### config.mk
export PLATFORM = sky130hd
export DESIGN_NAME = pmc_power_mode_controller
export DESIGN_NICKNAME = d
export VERILOG_FILES = /design/src/pmc_pkg.sv /design/src/pmc_power_mode_controller.sv
export VERILOG_INCLUDE_DIRS = /design/src
export SDC_FILE = /design/constraint.sdc
export NUM_CORES = 1
export LEC_CHECK = 0
export ABC_AREA = 1
export BUFFER_PORTS_ARGS = -buffer_cell sky130_fd_sc_hd__buf_2
export CORE_MARGIN = 10
export CORE_UTILIZATION = 45
export DETAILED_ROUTE_END_ITERATION = 10
export MAX_ROUTING_LAYER = met4
export PLACE_DENSITY = 0.82
export RECOVER_POWER = 25
export SYNTH_ARGS = -nofsm -noshare
export SYNTH_HDL_FRONTEND = slang
export SYNTH_SLANG_ARGS = --single-unit
### constraint.sdc
create_clock -name clk -period 2 [get_ports clk]
set_input_delay 0.4 -clock clk [delete_from_list [all_inputs] [get_ports clk]]
set_output_delay 0.4 -clock clk [all_outputs]
set_load 0.005 [all_outputs]
### src/pmc_params.svh
`ifndef PMC_PARAMS_SVH
`define PMC_PARAMS_SVH
`define PMC_BOR_LVL_RST      3'h0
`define PMC_WAKE_SRC_W       8
`define PMC_CLK_MSI          2'h0
`define PMC_CLK_HSI          2'h1
`define PMC_CLK_HSI_LIM      2'h2
`define PMC_IO_FLOAT         2'h0
`define PMC_IO_PULLUP        2'h1
`define PMC_IO_PULLDN        2'h2
`define PMC_IO_W             8
`endif

### src/pmc_pkg.sv
`include "pmc_params.svh"
package pmc_pkg;
    typedef enum logic [2:0] {
        PMC_M_RUN, PMC_M_SLEEP, PMC_M_LPRUN, PMC_M_LPSLEEP,
        PMC_M_STOP0, PMC_M_STOP1, PMC_M_STOP2, PMC_M_STANDBY
    } pmc_mode_t;
    typedef struct packed {
        logic main_regulator;
        logic low_power_regulator;
        logic radio_regulator;
        logic core_supply_domain;
        logic core_low_leak;
        logic cpu_clk_en;
        logic cpu_clk_limit;
        logic main_ram_bank;
        logic retainable_ram_bank;
        logic second_ram_bank_b;
        logic reg_retain;
        logic low_speed_osc;
        logic internal_16mhz_rc;
    } pmc_pwr_t;
    typedef struct packed {
        logic external_reset_pin;
        logic independent_watchdog;
        logic wake_pin;
        logic rtc_event;
        logic low_speed_crystal_fail;
        logic radio_wake;
        logic irq_event;
    } pmc_wake_t;
    typedef struct packed {
        pmc_mode_t                  mode;
        logic [1:0]                 sysclk_sel;
        logic                       pvd_flag;
        logic                       pvd_prev;
        logic                       io_standby;
        logic [2:0]                 bor_level;
        logic                       bor_caught;
    } pmc_state_t;
endpackage : pmc_pkg

### src/pmc_power_mode_controller.sv
// Behaviour
// - main regulator in run, sleep, stop0
// - low-power regulator for lp modes, retention
// - radio regulator follows radio request outside standby, lp run and lp sleep
// - main and radio regulators off in standby, low-power kept only for bank retention
// - lp run limits cpu clock, hsi allowed
// - brownout holds reset below threshold
// - lowest threshold at power-on, option raise
// - voltage detector interrupt on selected edges
// - run after reset, low-power only on request
// - sleep stops only cpu, any irq wakes
// - lp run excludes radio, cpu limited
// - lp sleep only from lp run
// - stop retains ram, registers, low-speed osc
// - wake peripherals may enable 16 mhz rc
// - stop0 keeps main, stop2 low leakage
// - stop exit clock msi or internal_16mhz_rc
// - radio may wait for events in stop
// - standby: core off, brownout active
// - software chosen io state in standby
// - standby loses ram except optional bank 2a
// - standby exits on listed wake sources
// - standby wake gives 16 mhz rc clock
// - effective state is higher of both requests
`include "pmc_params.svh"
`timescale 1ns/1ps
`default_nettype none
module pmc_power_mode_controller (
    input  wire logic                 clk,
    input  wire logic                 rst_n,
    input  wire pmc_pkg::pmc_mode_t   cpu_mode_sel,
    input  wire logic                 cpu_halted,
    input  wire pmc_pkg::pmc_mode_t   radio_mode_req,
    input  wire logic                 radio_active,
    input  wire logic                 radio_reg_req,
    input  wire logic                 retainable_ram_bank_retain_en,
    input  wire logic                 stop_exit_hsi,
    input  wire logic [1:0]           io_pull_sel,
    input  wire pmc_pkg::pmc_wake_t   wake,
    input  wire logic                 periph_hsi_req,
    input  wire logic                 vdd_below_bor,
    input  wire logic [2:0]           bor_level_opt,
    input  wire logic                 voltage_detector_en,
    input  wire logic                 vdd_below_pvd,
    input  wire logic                 pvd_irq_fall_en,
    input  wire logic                 pvd_irq_rise_en,
    input  wire logic                 pvd_flag_clr,
    output pmc_pkg::pmc_mode_t        eff_mode,
    output pmc_pkg::pmc_pwr_t         pwr,
    output logic [1:0]                sysclk_sel,
    output logic [1:0]                io_standby_state,
    output logic [2:0]                bor_level,
    output logic                      sys_reset_n,
    output logic                      voltage_detector_irq
);
    import pmc_pkg::*;

    pmc_state_t st_r;
    pmc_state_t st_nxt;

    // deeper request has the higher code; the lower code wins, and run wins over all
    function automatic pmc_mode_t pmc_higher(input pmc_mode_t a, input pmc_mode_t b);
        if (a == PMC_M_RUN || b == PMC_M_RUN)
            return PMC_M_RUN;
        return (a < b) ? a : b;
    endfunction : pmc_higher

    function automatic logic pmc_is_stop(input pmc_mode_t m);
        return (m == PMC_M_STOP0) || (m == PMC_M_STOP1) || (m == PMC_M_STOP2);
    endfunction : pmc_is_stop

    logic       any_wake;
    logic       stby_wake;
    pmc_mode_t  req_mode;

    always_comb begin
        any_wake  = |wake;
        stby_wake = wake.external_reset_pin | wake.independent_watchdog | wake.wake_pin
                  | wake.rtc_event | wake.low_speed_crystal_fail | wake.radio_wake;
        req_mode  = pmc_higher(cpu_mode_sel, radio_active ? radio_mode_req : PMC_M_STANDBY);
        st_nxt    = st_r;
        st_nxt.pvd_prev = vdd_below_pvd;
        // caught once after release; later option changes need a reset
        if (!st_r.bor_caught) begin
            st_nxt.bor_caught = 1'b1;
            st_nxt.bor_level  = bor_level_opt;
        end
        case (st_r.mode)
            PMC_M_RUN: begin
                // lp sleep direct request is refused from run
                if (cpu_halted && req_mode != PMC_M_RUN && req_mode != PMC_M_LPSLEEP) begin
                    st_nxt.mode = req_mode;
                end else if (!cpu_halted && cpu_mode_sel == PMC_M_LPRUN && !radio_active) begin
                    st_nxt.mode = PMC_M_LPRUN;
                end
            end
            PMC_M_SLEEP: begin
                if (any_wake)
                    st_nxt.mode = PMC_M_RUN;
            end
            PMC_M_LPRUN: begin
                if (radio_active || cpu_mode_sel == PMC_M_RUN)
                    st_nxt.mode = PMC_M_RUN;
                else if (cpu_halted && cpu_mode_sel == PMC_M_LPSLEEP)
                    st_nxt.mode = PMC_M_LPSLEEP;
            end
            PMC_M_LPSLEEP: begin
                if (any_wake)
                    st_nxt.mode = PMC_M_LPRUN;
            end
            PMC_M_STOP0, PMC_M_STOP1, PMC_M_STOP2: begin
                if (any_wake) begin
                    st_nxt.mode = PMC_M_RUN;
                    st_nxt.sysclk_sel = (stop_exit_hsi || radio_active) ?
                                        `PMC_CLK_HSI : `PMC_CLK_MSI;
                end
            end
            PMC_M_STANDBY: begin
                if (stby_wake) begin
                    st_nxt.mode       = PMC_M_RUN;
                    st_nxt.sysclk_sel = `PMC_CLK_HSI;
                end
            end
            default: st_nxt.mode = PMC_M_RUN;
        endcase
        // pin states follow the mode on the same edge, no stale pull after wake
        st_nxt.io_standby = (st_nxt.mode == PMC_M_STANDBY);
        if (st_nxt.mode == PMC_M_LPRUN || st_nxt.mode == PMC_M_LPSLEEP)
            st_nxt.sysclk_sel = `PMC_CLK_HSI_LIM;
        else if (st_r.mode == PMC_M_LPRUN && st_nxt.mode == PMC_M_RUN)
            st_nxt.sysclk_sel = `PMC_CLK_MSI;
        // set beats clear so a crossing during the clear is kept
        if (voltage_detector_en &&
            ((pvd_irq_fall_en && vdd_below_pvd && !st_r.pvd_prev) ||
             (pvd_irq_rise_en && !vdd_below_pvd && st_r.pvd_prev)))
            st_nxt.pvd_flag = 1'b1;
        else if (pvd_flag_clr)
            st_nxt.pvd_flag = 1'b0;
    end

    always_ff @(posedge clk or negedge rst_n) begin
        if (!rst_n) begin
            st_r <= '{mode: PMC_M_RUN, sysclk_sel: `PMC_CLK_MSI, pvd_flag: 1'b0,
                      pvd_prev: 1'b0, io_standby: 1'b0, bor_level: `PMC_BOR_LVL_RST,
                      bor_caught: 1'b0};
        end else if (vdd_below_bor) begin
            // brownout resets only the mode and io standby; clock select, flags and bor level are kept
            st_r.io_standby <= 1'b0;
            st_r.mode       <= PMC_M_RUN;
        end else begin
            st_r <= st_nxt;
        end
    end

    pmc_mode_t m;
    always_comb begin
        m   = st_r.mode;
        pwr = '0;
        pwr.main_regulator      = (m == PMC_M_RUN) || (m == PMC_M_SLEEP)
                                || (m == PMC_M_STOP0);
        pwr.low_power_regulator = (m == PMC_M_LPRUN) || (m == PMC_M_LPSLEEP)
                                || (m == PMC_M_STOP1) || (m == PMC_M_STOP2)
                                || (m == PMC_M_STANDBY && retainable_ram_bank_retain_en);
        pwr.radio_regulator     = radio_reg_req && m != PMC_M_STANDBY
                                && m != PMC_M_LPRUN && m != PMC_M_LPSLEEP;
        pwr.core_supply_domain  = (m != PMC_M_STANDBY);
        pwr.core_low_leak       = (m == PMC_M_STOP2);
        pwr.cpu_clk_en          = (m == PMC_M_RUN) || (m == PMC_M_LPRUN);
        pwr.cpu_clk_limit       = (m == PMC_M_LPRUN);
        pwr.main_ram_bank       = (m != PMC_M_STANDBY);
        pwr.second_ram_bank_b   = (m != PMC_M_STANDBY);
        pwr.retainable_ram_bank = (m != PMC_M_STANDBY) || retainable_ram_bank_retain_en;
        pwr.reg_retain          = (m != PMC_M_STANDBY);
        pwr.low_speed_osc       = 1'b1;
        pwr.internal_16mhz_rc   = pmc_is_stop(m) ? periph_hsi_req : 1'b1;
    end

    assign eff_mode             = st_r.mode;
    assign sysclk_sel           = st_r.sysclk_sel;
    assign io_standby_state     = st_r.io_standby ? io_pull_sel : `PMC_IO_FLOAT;
    assign bor_level            = st_r.bor_level;
    assign sys_reset_n          = !vdd_below_bor;
    assign voltage_detector_irq = st_r.pvd_flag;

    run_after_reset_a: assert property (
        @(posedge clk) $rose(rst_n) |-> eff_mode == PMC_M_RUN)
        else $error("mode not run after reset");

    run_hold_a: assert property (
        @(posedge clk) disable iff (!rst_n)
        (eff_mode == PMC_M_RUN && !cpu_halted && cpu_mode_sel != PMC_M_LPRUN)
        |=> eff_mode == PMC_M_RUN)
        else $error("mode left run without halt");

    lpsleep_entry_a: assert property (
        @(posedge clk) disable iff (!rst_n)
        (eff_mode == PMC_M_LPSLEEP && $changed(eff_mode)) |-> $past(eff_mode) == PMC_M_LPRUN)
        else $error("lp sleep not from lp run");

    lpsleep_wake_a: assert property (
        @(posedge clk) disable iff (!rst_n)
        (eff_mode == PMC_M_LPSLEEP && (|wake) && !vdd_below_bor) |=> eff_mode == PMC_M_LPRUN)
        else $error("lp sleep did not return to lp run");

    run_main_a: assert property (
        @(posedge clk) disable iff (!rst_n)
        (eff_mode == PMC_M_RUN || eff_mode == PMC_M_SLEEP) |-> pwr.main_regulator)
        else $error("main regulator off in run");

    main_reg_a: assert property (
        @(posedge clk) disable iff (!rst_n)
        (eff_mode == PMC_M_STOP0) |-> pwr.main_regulator && !pwr.core_low_leak)
        else $error("stop0 main regulator off");

    stop2_leak_a: assert property (
        @(posedge clk) disable iff (!rst_n)
        (eff_mode == PMC_M_STOP2) |-> pwr.core_low_leak && !pwr.main_regulator)
        else $error("stop2 not in low leakage");

    lpr_modes_a: assert property (
        @(posedge clk) disable iff (!rst_n)
        (eff_mode inside {PMC_M_LPRUN, PMC_M_LPSLEEP, PMC_M_STOP1, PMC_M_STOP2})
        |-> pwr.low_power_regulator && !pwr.main_regulator)
        else $error("low-power regulator not in use");

    radio_follow_a: assert property (
        @(posedge clk) disable iff (!rst_n)
        (eff_mode inside {PMC_M_RUN, PMC_M_SLEEP, PMC_M_STOP0, PMC_M_STOP1, PMC_M_STOP2})
        |-> pwr.radio_regulator == radio_reg_req)
        else $error("radio regulator ignores radio request");

    standby_off_a: assert property (
        @(posedge clk) disable iff (!rst_n)
        (eff_mode == PMC_M_STANDBY) |-> !pwr.main_regulator && !pwr.radio_regulator
        && !pwr.core_supply_domain)
        else $error("regulator on in standby");

    lp_clock_a: assert property (
        @(posedge clk) disable iff (!rst_n)
        (eff_mode == PMC_M_LPRUN) |-> pwr.cpu_clk_limit && !pwr.main_regulator
        && sysclk_sel == `PMC_CLK_HSI_LIM)
        else $error("lp run clock not limited");

    bor_reset_a: assert property (
        @(posedge clk) disable iff (!rst_n)
        vdd_below_bor |=> eff_mode == PMC_M_RUN)
        else $error("brownout did not reset mode");

    bor_out_a: assert property (
        @(posedge clk) vdd_below_bor |-> !sys_reset_n)
        else $error("reset not held in brownout");

    bor_hold_a: assert property (
        @(posedge clk) disable iff (!rst_n)
        st_r.bor_caught |=> $stable(bor_level))
        else $error("brownout level moved after capture");

    pvd_set_a: assert property (
        @(posedge clk) disable iff (!rst_n)
        (voltage_detector_en && pvd_irq_fall_en && vdd_below_pvd && !st_r.pvd_prev
        && !vdd_below_bor) |=> voltage_detector_irq)
        else $error("falling supply not flagged");

    pvd_quiet_a: assert property (
        @(posedge clk) disable iff (!rst_n)
        (!voltage_detector_en && !voltage_detector_irq) |=> !voltage_detector_irq)
        else $error("detector flag set while disabled");

    pvd_sticky_a: assert property (
        @(posedge clk) disable iff (!rst_n)
        (voltage_detector_irq && !pvd_flag_clr) |=> voltage_detector_irq)
        else $error("detector flag dropped");

    sleep_wake_a: assert property (
        @(posedge clk) disable iff (!rst_n)
        (eff_mode == PMC_M_SLEEP && wake.irq_event) |=> eff_mode == PMC_M_RUN)
        else $error("sleep did not wake");

    sleep_cpu_a: assert property (
        @(posedge clk) disable iff (!rst_n)
        (eff_mode == PMC_M_SLEEP) |-> !pwr.cpu_clk_en && pwr.main_regulator)
        else $error("cpu clock running in sleep");

    lprun_radio_a: assert property (
        @(posedge clk) disable iff (!rst_n)
        (eff_mode == PMC_M_LPRUN && radio_active && !vdd_below_bor) |=> eff_mode == PMC_M_RUN)
        else $error("lp run kept with radio active");

    stop_retain_a: assert property (
        @(posedge clk) disable iff (!rst_n)
        (eff_mode inside {PMC_M_STOP0, PMC_M_STOP1, PMC_M_STOP2})
        |-> pwr.main_ram_bank && pwr.reg_retain && pwr.low_speed_osc)
        else $error("stop lost retention");

    stop_hsi_a: assert property (
        @(posedge clk) disable iff (!rst_n)
        (eff_mode inside {PMC_M_STOP0, PMC_M_STOP1, PMC_M_STOP2})
        |-> pwr.internal_16mhz_rc == periph_hsi_req)
        else $error("rc not under peripheral control in stop");

    stop_exit_a: assert property (
        @(posedge clk) disable iff (!rst_n)
        ($past(eff_mode) inside {PMC_M_STOP0, PMC_M_STOP1, PMC_M_STOP2} && eff_mode == PMC_M_RUN
        && !$past(vdd_below_bor) && $past(stop_exit_hsi)) |-> sysclk_sel == `PMC_CLK_HSI)
        else $error("stop exit clock not rc");

    stby_clock_a: assert property (
        @(posedge clk) disable iff (!rst_n)
        ($past(eff_mode) == PMC_M_STANDBY && eff_mode == PMC_M_RUN && !$past(vdd_below_bor))
        |-> sysclk_sel == `PMC_CLK_HSI)
        else $error("standby wake clock wrong");

    standby_ram_a: assert property (
        @(posedge clk) disable iff (!rst_n)
        (eff_mode == PMC_M_STANDBY) |-> !pwr.main_ram_bank && !pwr.second_ram_bank_b
        && !pwr.reg_retain && pwr.retainable_ram_bank == retainable_ram_bank_retain_en)
        else $error("standby retention wrong");

    standby_io_a: assert property (
        @(posedge clk) disable iff (!rst_n)
        io_standby_state == ((eff_mode == PMC_M_STANDBY) ? io_pull_sel : `PMC_IO_FLOAT))
        else $error("io standby state wrong");

    standby_wake_a: assert property (
        @(posedge clk) disable iff (!rst_n)
        (eff_mode == PMC_M_STANDBY && wake.wake_pin && !vdd_below_bor) |=> eff_mode == PMC_M_RUN)
        else $error("wake pin did not leave standby");

    standby_stay_a: assert property (
        @(posedge clk) disable iff (!rst_n)
        (eff_mode == PMC_M_STANDBY && wake == 7'h01 && !vdd_below_bor)
        |=> eff_mode == PMC_M_STANDBY)
        else $error("plain interrupt left standby");

    higher_req_a: assert property (
        @(posedge clk) disable iff (!rst_n)
        (eff_mode == PMC_M_RUN && cpu_halted && radio_active && radio_mode_req == PMC_M_RUN)
        |=> eff_mode == PMC_M_RUN)
        else $error("radio run request overridden");

    higher_mode_a: assert property (
        @(posedge clk) disable iff (!rst_n)
        (eff_mode == PMC_M_RUN && cpu_halted && radio_active && radio_mode_req == PMC_M_SLEEP
        && cpu_mode_sel inside {PMC_M_STOP0, PMC_M_STOP1, PMC_M_STOP2} && !vdd_below_bor)
        |=> eff_mode == PMC_M_SLEEP)
        else $error("radio sleep request not kept");
endmodule : pmc_power_mode_controller
`default_nettype wire

==> impl_metrics.py, run 1 <==
metrics = {
    "run_status": {
        "status": "completed",
    },
    "critical_path": {
        "worst-setup-path-type": "flip-flop to flip-flop",
        "r2r.worst_path.cells": 9,
        "peak_fanout_along_the_critical_path": 8,
        "worst-endpoint-required_ns": 2.16,
        "worstPathArrival_ns": 1.98,
        "timing.reg2reg.setup_slack_ns": 0.18,
        "timing.critical_path.from_type": "flip-flop",
        "timing.rr.start": "eff_mode[2]$_DFF_PN0_",
        "critical_path.reg2reg.endpoint": "sysclk_sel[1]$_DFFE_PN0P_",
        "critical_path.endpoint_type": "flip-flop",
    },
    "floorplanning": {
        "rows": 17,
        "floorplan.die_area_mm2": 0.00481,
        "floorplan.die.width_um": 69.4,
        "initial_core_util": 0.482,
        "die_h_um": 69.4,
        "coreArea_mm2": 0.00228,
        "num_io_pins": 57,
    },
    "worst_hold_path": {
        "timing.hold.worst.class": "input port to asynchronous set/reset pin",
    },
    "cells_and_area": {
        "post-route-cell-area_mm2": 0.00142,
        "finalNetCount": 243,
        "instances_no_fill": 235,
        "finish.utilization": 0.624,
        "layout-drive-gt1-share": 0.473,
        "diodes": 0,
        "syn_to_final_growth_pct": 29.4,
    },
    "clock_network": {
        "max-clock-path-buffers": 2,
        "clock_latency_ns": 0.26,
        "path_clk_slew_ns": 0.07,
        "cts_hold_buffers": 0,
        "htree_num_levels": 1,
        "clockRootBuffer": "sky130_fd_sc_hd__clkbuf_4",
        "cts_num_sinks": 12,
        "cts_made_buffers": 3,
        "tritoncts_clock_tree": "built",
    },
    "yosys": {
        "yosysSeqAreaShare": 0.274,
        "postSynthAreaPerCell_um2": 7.08,
        "count_of_flip_flops_with_a_built_in_enable_after_synthesis": 0,
        "synth-main-ff-cell": "sky130_fd_sc_hd__dfrtp_1",
        "post_syn_area_mm2": 0.00110,
        "ys_seq_elements": 12,
        "cell_taking_the_most_area_after_synthesis": "sky130_fd_sc_hd__dfrtp_1",
        "count_of_mapped_cells_out_of_synthesis": 155,
        "ys_warn_count": 0,
        "netlist_top_cells_count": "sky130_fd_sc_hd__nand2_1 (34), sky130_fd_sc_hd__inv_1 (25), sky130_fd_sc_hd__nor2_1 (14)",
        "yosys.cell_types.count": 30,
        "yosysTopAreaCellShare": 0.274,
        "ys_async_sr_fraction": 1.00,
        "synth_area_leaders": "sky130_fd_sc_hd__dfrtp_1 (27%), sky130_fd_sc_hd__nand2_1 (12%), sky130_fd_sc_hd__inv_1 (8.6%)",
        "synth_nets": 189,
        "most_frequent_cell_after_synthesis": "sky130_fd_sc_hd__nand2_1",
    },
    "timing": {
        "period_share": 0.909,
        "max_slew_margin": 0.586,
        "achievable-frequency_mhz": 550,
        "finalWorstPathRequiredPeriod_ns": 1.82,
        "final-hold-violation-count": 0,
        "clock_skew_ns": 0.00175,
        "max_slew_violation_count": 0,
        "tightestPinTransition_ns": 0.620,
        "final_setup_violation_count": 0,
        "postLayoutSetupSlackWorst_ns": 0.183,
        "grt_setup_unrepaired": "false",
    },
    "placed_design": {
        "detailed_place.area_mm2": 0.00137,
        "place_ws_ns": -0.182,
        "dp.final_hpwl_mm": 2.49,
        "place_congestion": 0.862,
        "placedCellCount": 232,
        "io_buffer_count": 55,
    },
    "run": {
        "cap_violations": 0,
    },
    "power": {
        "sw_frac_of_total": 0.464,
        "seq_power_share": 0.259,
        "pwr_density_cell_mw_per_mm2": 1010,
        "power.ir.vdd_worst_v": 0.000640,
        "internal_power_uw": 772,
        "total_net_switching_power_uw": 668,
        "power_frac_comb": 0.642,
        "total_power_mw": 1.44,
        "clkPwrFrac": 0.099,
        "leakagePower_nw": 0.862,
    },
    "drt": {
        "detailroute.via_count": 1110,
        "post_drt_via_cell_ratio": 4.72,
        "antenna_violating_nets_left": 0,
        "drcViolationCount": 0,
        "wirelength_per_cell_um": 12.2,
        "routed_wl_mm": 2.87,
        "drt_first_pass_iters": 4,
        "initialDrtViolationCount": 56,
    },
    "global_route": {
        "globalRouteOverflowTotal": 0,
        "globalRouteTotalUtil": 0.110,
        "antenna_found_initial": 0,
        "grt_first_pass_wirelength_mm": 4.53,
        "largest_net_degree_at_the_start_of_global_routing": 13,
        "grt_pass1_vias": 1047,
    },
}
[what timing repair did]
action | in CTS | in global routing
resized for setup | 0 | 6
setup endpoints to repair | 0 | 4
setup buffers | 0 | 0
[stage by stage]
step | setup TNS (ns) | hold slack (ns)
final | 0 | 0.120
after global routing | 0 | 0.165
after CTS | 0 | 0.00309
after detailed placement | -0.696 | 0.290
after global placement | -0.455 | 0.285
after floorplan | 0 | 0.104
[cell usage in the layout, fill, tap and decap left out, types with 2 or more instances in the layout]
cell	synthesis	final
sky130_fd_sc_hd__o21ai_0	3	3
sky130_fd_sc_hd__nand3_1	4	4
sky130_fd_sc_hd__a31oi_1	2	2
sky130_fd_sc_hd__dfrtp_1	12	12
sky130_fd_sc_hd__nor2_2	7	7
sky130_fd_sc_hd__inv_2	2	2
sky130_fd_sc_hd__o21ai_2	0	2
sky130_fd_sc_hd__nor3_1	3	3
sky130_fd_sc_hd__a21oi_1	5	4
sky130_fd_sc_hd__or2_2	2	2
sky130_fd_sc_hd__nand2_2	4	5
sky130_fd_sc_hd__nor2_1	14	14
sky130_fd_sc_hd__buf_4	12	7
sky130_fd_sc_hd__mux2_2	3	3
sky130_fd_sc_hd__nand3b_1	2	2
sky130_fd_sc_hd__clkbuf_4	0	3
sky130_fd_sc_hd__buf_2	1	54
sky130_fd_sc_hd__nand2_4	2	2
sky130_fd_sc_hd__nand2_1	34	33
sky130_fd_sc_hd__nand3_2	4	4
sky130_fd_sc_hd__inv_1	25	25
[power groups by stage]
stage          clock network [mW]  registers [mW]  logic [mW]
6_report                    0.143           0.373       0.924
5_1_grt                     0.154           0.385        1.04
4_1_cts                     0.143           0.373       0.904
3_5_place_dp                    0           0.377       0.901
3_3_place_gp                    0           0.374       0.874
2_1_floorplan                   0           0.359       0.646
[kinds of logic after synthesis]
family                   count (synthesis)  synth area share
AO/OA/AOI/OAI                           17            0.0946
adder cells (fa/ha/maj)                  2            0.0228
buffers and inverters                   40             0.179
flip-flops                              12             0.274
multiplexers                             3            0.0308
other                                    1           0.00342
AND/OR/NAND/NOR                         80             0.396
[critical path, cell delays in order, from the launching register on]
cell	delay (ns)
sky130_fd_sc_hd__dfrtp_1	0.48
sky130_fd_sc_hd__nor2_2	0.18
sky130_fd_sc_hd__nand2_1	0.13
sky130_fd_sc_hd__nor3_1	0.29
sky130_fd_sc_hd__nand2_1	0.12
sky130_fd_sc_hd__nand3_2	0.11
sky130_fd_sc_hd__nand3b_1	0.15
sky130_fd_sc_hd__nand3_2	0.11
sky130_fd_sc_hd__nand3b_1	0.09
sky130_fd_sc_hd__nand2_1	0.05
[layout make-up]
type,instances,area [µm²]
timing repair buffer,62,327
multi-input combinational,103,634
sequential,12,300
fill,214,856
tap,28,35.0
clock buffer,3,22.5
inverter,27,101
[layer usage]
layer	vias up	track usage	part of all wire
met3	0	0.0143	0.039
met2	27	0.202	0.54
li1	580	-	-
met1	503	0.118	0.42
met4	0	0.0333	0
met5	-	-	0
[state kept, by name, indices dropped and copies added, names as in the netlist]
signal and count:
eff_mode 3, bor_level 3, sysclk_sel 2, st_r 3, voltage_detector_irq 1
[how the worst max path moves through the flow]
stage / start / end / slack, ns / depth (start not counted)
after global placement: radio_active / st_r[4]$_DFF_PN0_ / -0.12 / 14
after floorplan: radio_mode_req[2] / st_r[4]$_DFF_PN0_ / 0.05 / 14
after global routing: radio_mode_req[2] / eff_mode[0]$_DFF_PN0_ / 0.008 / 15
after detailed placement: radio_active / st_r[4]$_DFF_PN0_ / -0.18 / 14
final: eff_mode[2]$_DFF_PN0_ / sysclk_sel[1]$_DFFE_PN0P_ / 0.18 / 9
after CTS: radio_active / sysclk_sel[0]$_DFFE_PN0P_ / 0.09 / 16
No activity file was read; power rests on OpenSTA's default activity.
==> run 2: changes to the inputs <==
--- a/config.mk
+++ b/config.mk
@@ -9,10 +9,10 @@
 export ABC_AREA = 1
 export BUFFER_PORTS_ARGS = -buffer_cell sky130_fd_sc_hd__buf_2
 export CORE_MARGIN = 10
-export CORE_UTILIZATION = 45
+export CORE_UTILIZATION = 41
 export DETAILED_ROUTE_END_ITERATION = 10
 export MAX_ROUTING_LAYER = met4
-export PLACE_DENSITY = 0.82
+export PLACE_DENSITY = 0.79
 export RECOVER_POWER = 25
 export SYNTH_ARGS = -nofsm -noshare
 export SYNTH_HDL_FRONTEND = slang
==> constraint.sdc (replaced) <==
create_clock -name clk -period 1.5 [get_ports clk]
set_input_delay 0.3 -clock clk [delete_from_list [all_inputs] [get_ports clk]]
set_output_delay 0.3 -clock clk [all_outputs]
set_load 0.005 [all_outputs]
==> run 2 against run 1 <==
  * The flow now finishes with violations (setup timing)
  * Fmax grew 15%
  * Clock-buffer cell count grew 1
  * Sequential share of layout area shrank 4.6 points
  * Final area grew 29%
  * Sequential cell count is the same
  * Clock power grew 72%
  * Global-route usage grew 1.3 points
  * Non-clock buffer count grew 23
  * Total power grew 77%
  * Clock skew grew 0.00069 ns
  * Setup slack lost 0.27 ns
  * Worst hold slack gained 0.14 ns
  * Critical endpoint is now sysclk_sel[0]$_DFFE_PN0P_
==> impl_metrics.py, run 2 (synthesized netlist as in run 1, its figures left out) <==
metrics = {
    "drt": {
        "drt_first_pass_iters": 4,
        "antenna_violating_nets_left": 0,
        "drcViolationCount": 0,
        "initialDrtViolationCount": 25,
        "detailroute.via_count": 1211,
        "wirelength_per_cell_um": 12.3,
        "post_drt_via_cell_ratio": 4.64,
        "routed_wl_mm": 3.20,
    },
    "critical_path": {
        "worst-endpoint-required_ns": 1.66,
        "crit_path_max_incr_delay_ns": 0.47,
        "worstSetupPathDepth": 11,
        "crit_buf_inv": 1,
        "setup.worst_path.end": "sysclk_sel[0]$_DFFE_PN0P_",
        "timing.rr.start": "eff_mode[0]$_DFF_PN0_",
        "critical_path.top_delay_family": "simple AND/OR/NAND/NOR gates",
        "crit_chain": "nand2_4 > nor2_4 > inv_4 > nor2_8 > nor2_2 > nand3_2 > nand3b_1 > nand3_2 > nand2_2 > nand2_1 > nand2_1",
        "worst-setup-path-type": "flip-flop to flip-flop",
        "critical_path.endpoint_type": "flip-flop",
        "timing.reg2reg.setup_slack_ns": -0.09,
        "startpoint": "eff_mode[0]$_DFF_PN0_",
        "critical_path.reg2reg.endpoint": "sysclk_sel[0]$_DFFE_PN0P_",
        "timing.critical_path.from_type": "flip-flop",
        "worst_path_max_delay_cell": "sky130_fd_sc_hd__dfrtp_2",
        "peak_fanout_along_the_critical_path": 5,
        "r2r.worst_path.cells": 11,
        "worstPathArrival_ns": 1.74,
    },
    "run_status": {
        "status": "complete, but fails checks",
        "failing_checks": "setup timing",
    },
    "placed_design": {
        "place_congestion": 0.814,
        "detailed_place.area_mm2": 0.00154,
        "dp.final_hpwl_mm": 2.53,
        "io_buffer_count": 55,
        "placedCellCount": 249,
        "place_ws_ns": -0.489,
    },
    "timing": {
        "achievable-frequency_mhz": 631,
        "finalWorstPathRequiredPeriod_ns": 1.59,
        "grt_setup_unrepaired": "true",
        "clock_skew_ns": 0.00244,
        "postLayoutSetupSlackWorst_ns": -0.0853,
        "tightestPinTransition_ns": 0.607,
        "max_slew_margin": 0.595,
        "period_share": 1.06,
        "final-hold-violation-count": 0,
        "final_setup_violation_count": 14,
        "max_slew_violation_count": 0,
    },
    "global_route": {
        "largest_net_degree_at_the_start_of_global_routing": 13,
        "grt.met1_usage": 0.124,
        "antenna_found_initial": 0,
        "grt_use_met2": 0.231,
        "globalRouteOverflowTotal": 0,
        "grt_first_pass_wirelength_mm": 5.24,
        "groute.layer.met3.usage": 0.0303,
        "grt_pass1_vias": 1222,
        "grt-busiest-layer": "met2",
        "globalRouteTotalUtil": 0.123,
    },
    "cells_and_area": {
        "most_common_library_cell_in_the_layout_ignoring_fill_and_taps": "sky130_fd_sc_hd__buf_2",
        "leading_cell_types_in_the_layout_fill_and_taps_excluded": "sky130_fd_sc_hd__buf_2 (44), sky130_fd_sc_hd__nand2_1 (25), sky130_fd_sc_hd__buf_4 (22)",
        "syn_to_final_growth_pct": 67.3,
        "diodes": 0,
        "finalNetCount": 266,
        "post-route-cell-area_mm2": 0.00184,
        "instances_no_fill": 261,
        "layout-drive-gt1-share": 0.632,
    },
    "floorplanning": {
        "num_io_pins": 57,
        "initial_core_util": 0.435,
        "floorplan.die_area_mm2": 0.00515,
        "coreArea_mm2": 0.00252,
        "floorplan.die.width_um": 71.7,
        "die_h_um": 71.7,
        "rows": 18,
    },
    "clock_network": {
        "clock_latency_ns": 0.26,
        "path_clk_slew_ns": 0.07,
        "cts_num_sinks": 12,
        "htree_num_levels": 1,
        "cts_made_buffers": 3,
        "clockRootBuffer": "sky130_fd_sc_hd__clkbuf_4",
        "tritoncts_clock_tree": "built",
        "max-clock-path-buffers": 2,
    },
    "run": {
        "cap_violations": 0,
    },
    "power": {
        "leakagePower_nw": 1.04,
        "power.ir.vdd_worst_v": 0.00132,
        "pwr_density_cell_mw_per_mm2": 1390,
    },
    "worst_hold_path": {
        "timing.hold.worst.class": "input port to flip-flop",
    },
}
==> run 2: per-stage QoR <==
stage	setup TNS, ns	hold slack [ns]	util	total power [mW]
after floorplan	-0.754	0.00441	-	1.39
after global placement	-2.32	0.183	0.609	1.95
after detailed placement	-2.47	0.184	0.609	1.97
after CTS	-0.540	0.254	0.696	2.44
after global routing	-1.71	0.252	0.728	2.78
final	-0.630	0.262	0.728	2.55
==> run 2: power by group <==
part / leakage, nW / switching (mW) / internal, mW
combinational: 0.868 / 0.859 / 0.937
sequential: 0.147 / 0.104 / 0.407
clock: 0.0210 / 0.0986 / 0.147
==> run 2: worst register-to-register path: stages, from the launching register on <==
cell	delay [ns]
sky130_fd_sc_hd__dfrtp_2	0.47
sky130_fd_sc_hd__nand2_4	0.12
sky130_fd_sc_hd__nor2_4	0.05
sky130_fd_sc_hd__inv_4	0.08
sky130_fd_sc_hd__nor2_8	0.05
sky130_fd_sc_hd__nor2_2	0.12
sky130_fd_sc_hd__nand3_2	0.11
sky130_fd_sc_hd__nand3b_1	0.21
sky130_fd_sc_hd__nand3_2	0.11
sky130_fd_sc_hd__nand2_2	0.05
sky130_fd_sc_hd__nand2_1	0.06
sky130_fd_sc_hd__nand2_1	0.05
==> run 2: area by class of cell <==
type / instances / area (µm²)
multi-input combinational: 103 / 744
clock buffer: 4 / 36.3
timing repair buffer: 85 / 594
inverter: 27 / 119
fill: 185 / 687
sequential: 12 / 304
tap: 30 / 37.5
==> run 2: worst min path at each step <==
stage | from | to | slack, ns | depth (start not counted)
floorplan | rst_n | bor_level[0]$_DFFE_PN0P_ | 0.004 | 0
global placement | rst_n | bor_level[0]$_DFFE_PN0P_ | 0.18 | 1
detailed placement | rst_n | bor_level[0]$_DFFE_PN0P_ | 0.18 | 1
CTS | bor_level_opt[0] | bor_level[0]$_DFFE_PN0P_ | 0.25 | 2
global route | bor_level_opt[2] | bor_level[2]$_DFFE_PN0P_ | 0.25 | 2
finish | bor_level_opt[0] | bor_level[0]$_DFFE_PN0P_ | 0.26 | 2
==> run 2: metal layers <==
layer / wire, µm / part of all wire
met5: 0 / 0
met4: 38 / 0.012
met3: 115 / 0.036
met2: 1820 / 0.57
met1: 1230 / 0.38
==> run 2: repair_timing <==
action,4_1_cts,5_1_grt
setup endpoints to repair,15,17
hold endpoints to repair,12,0
hold buffers,1,0
gates resized for setup,37,14
pin swaps,13,8
setup buffers,3,4
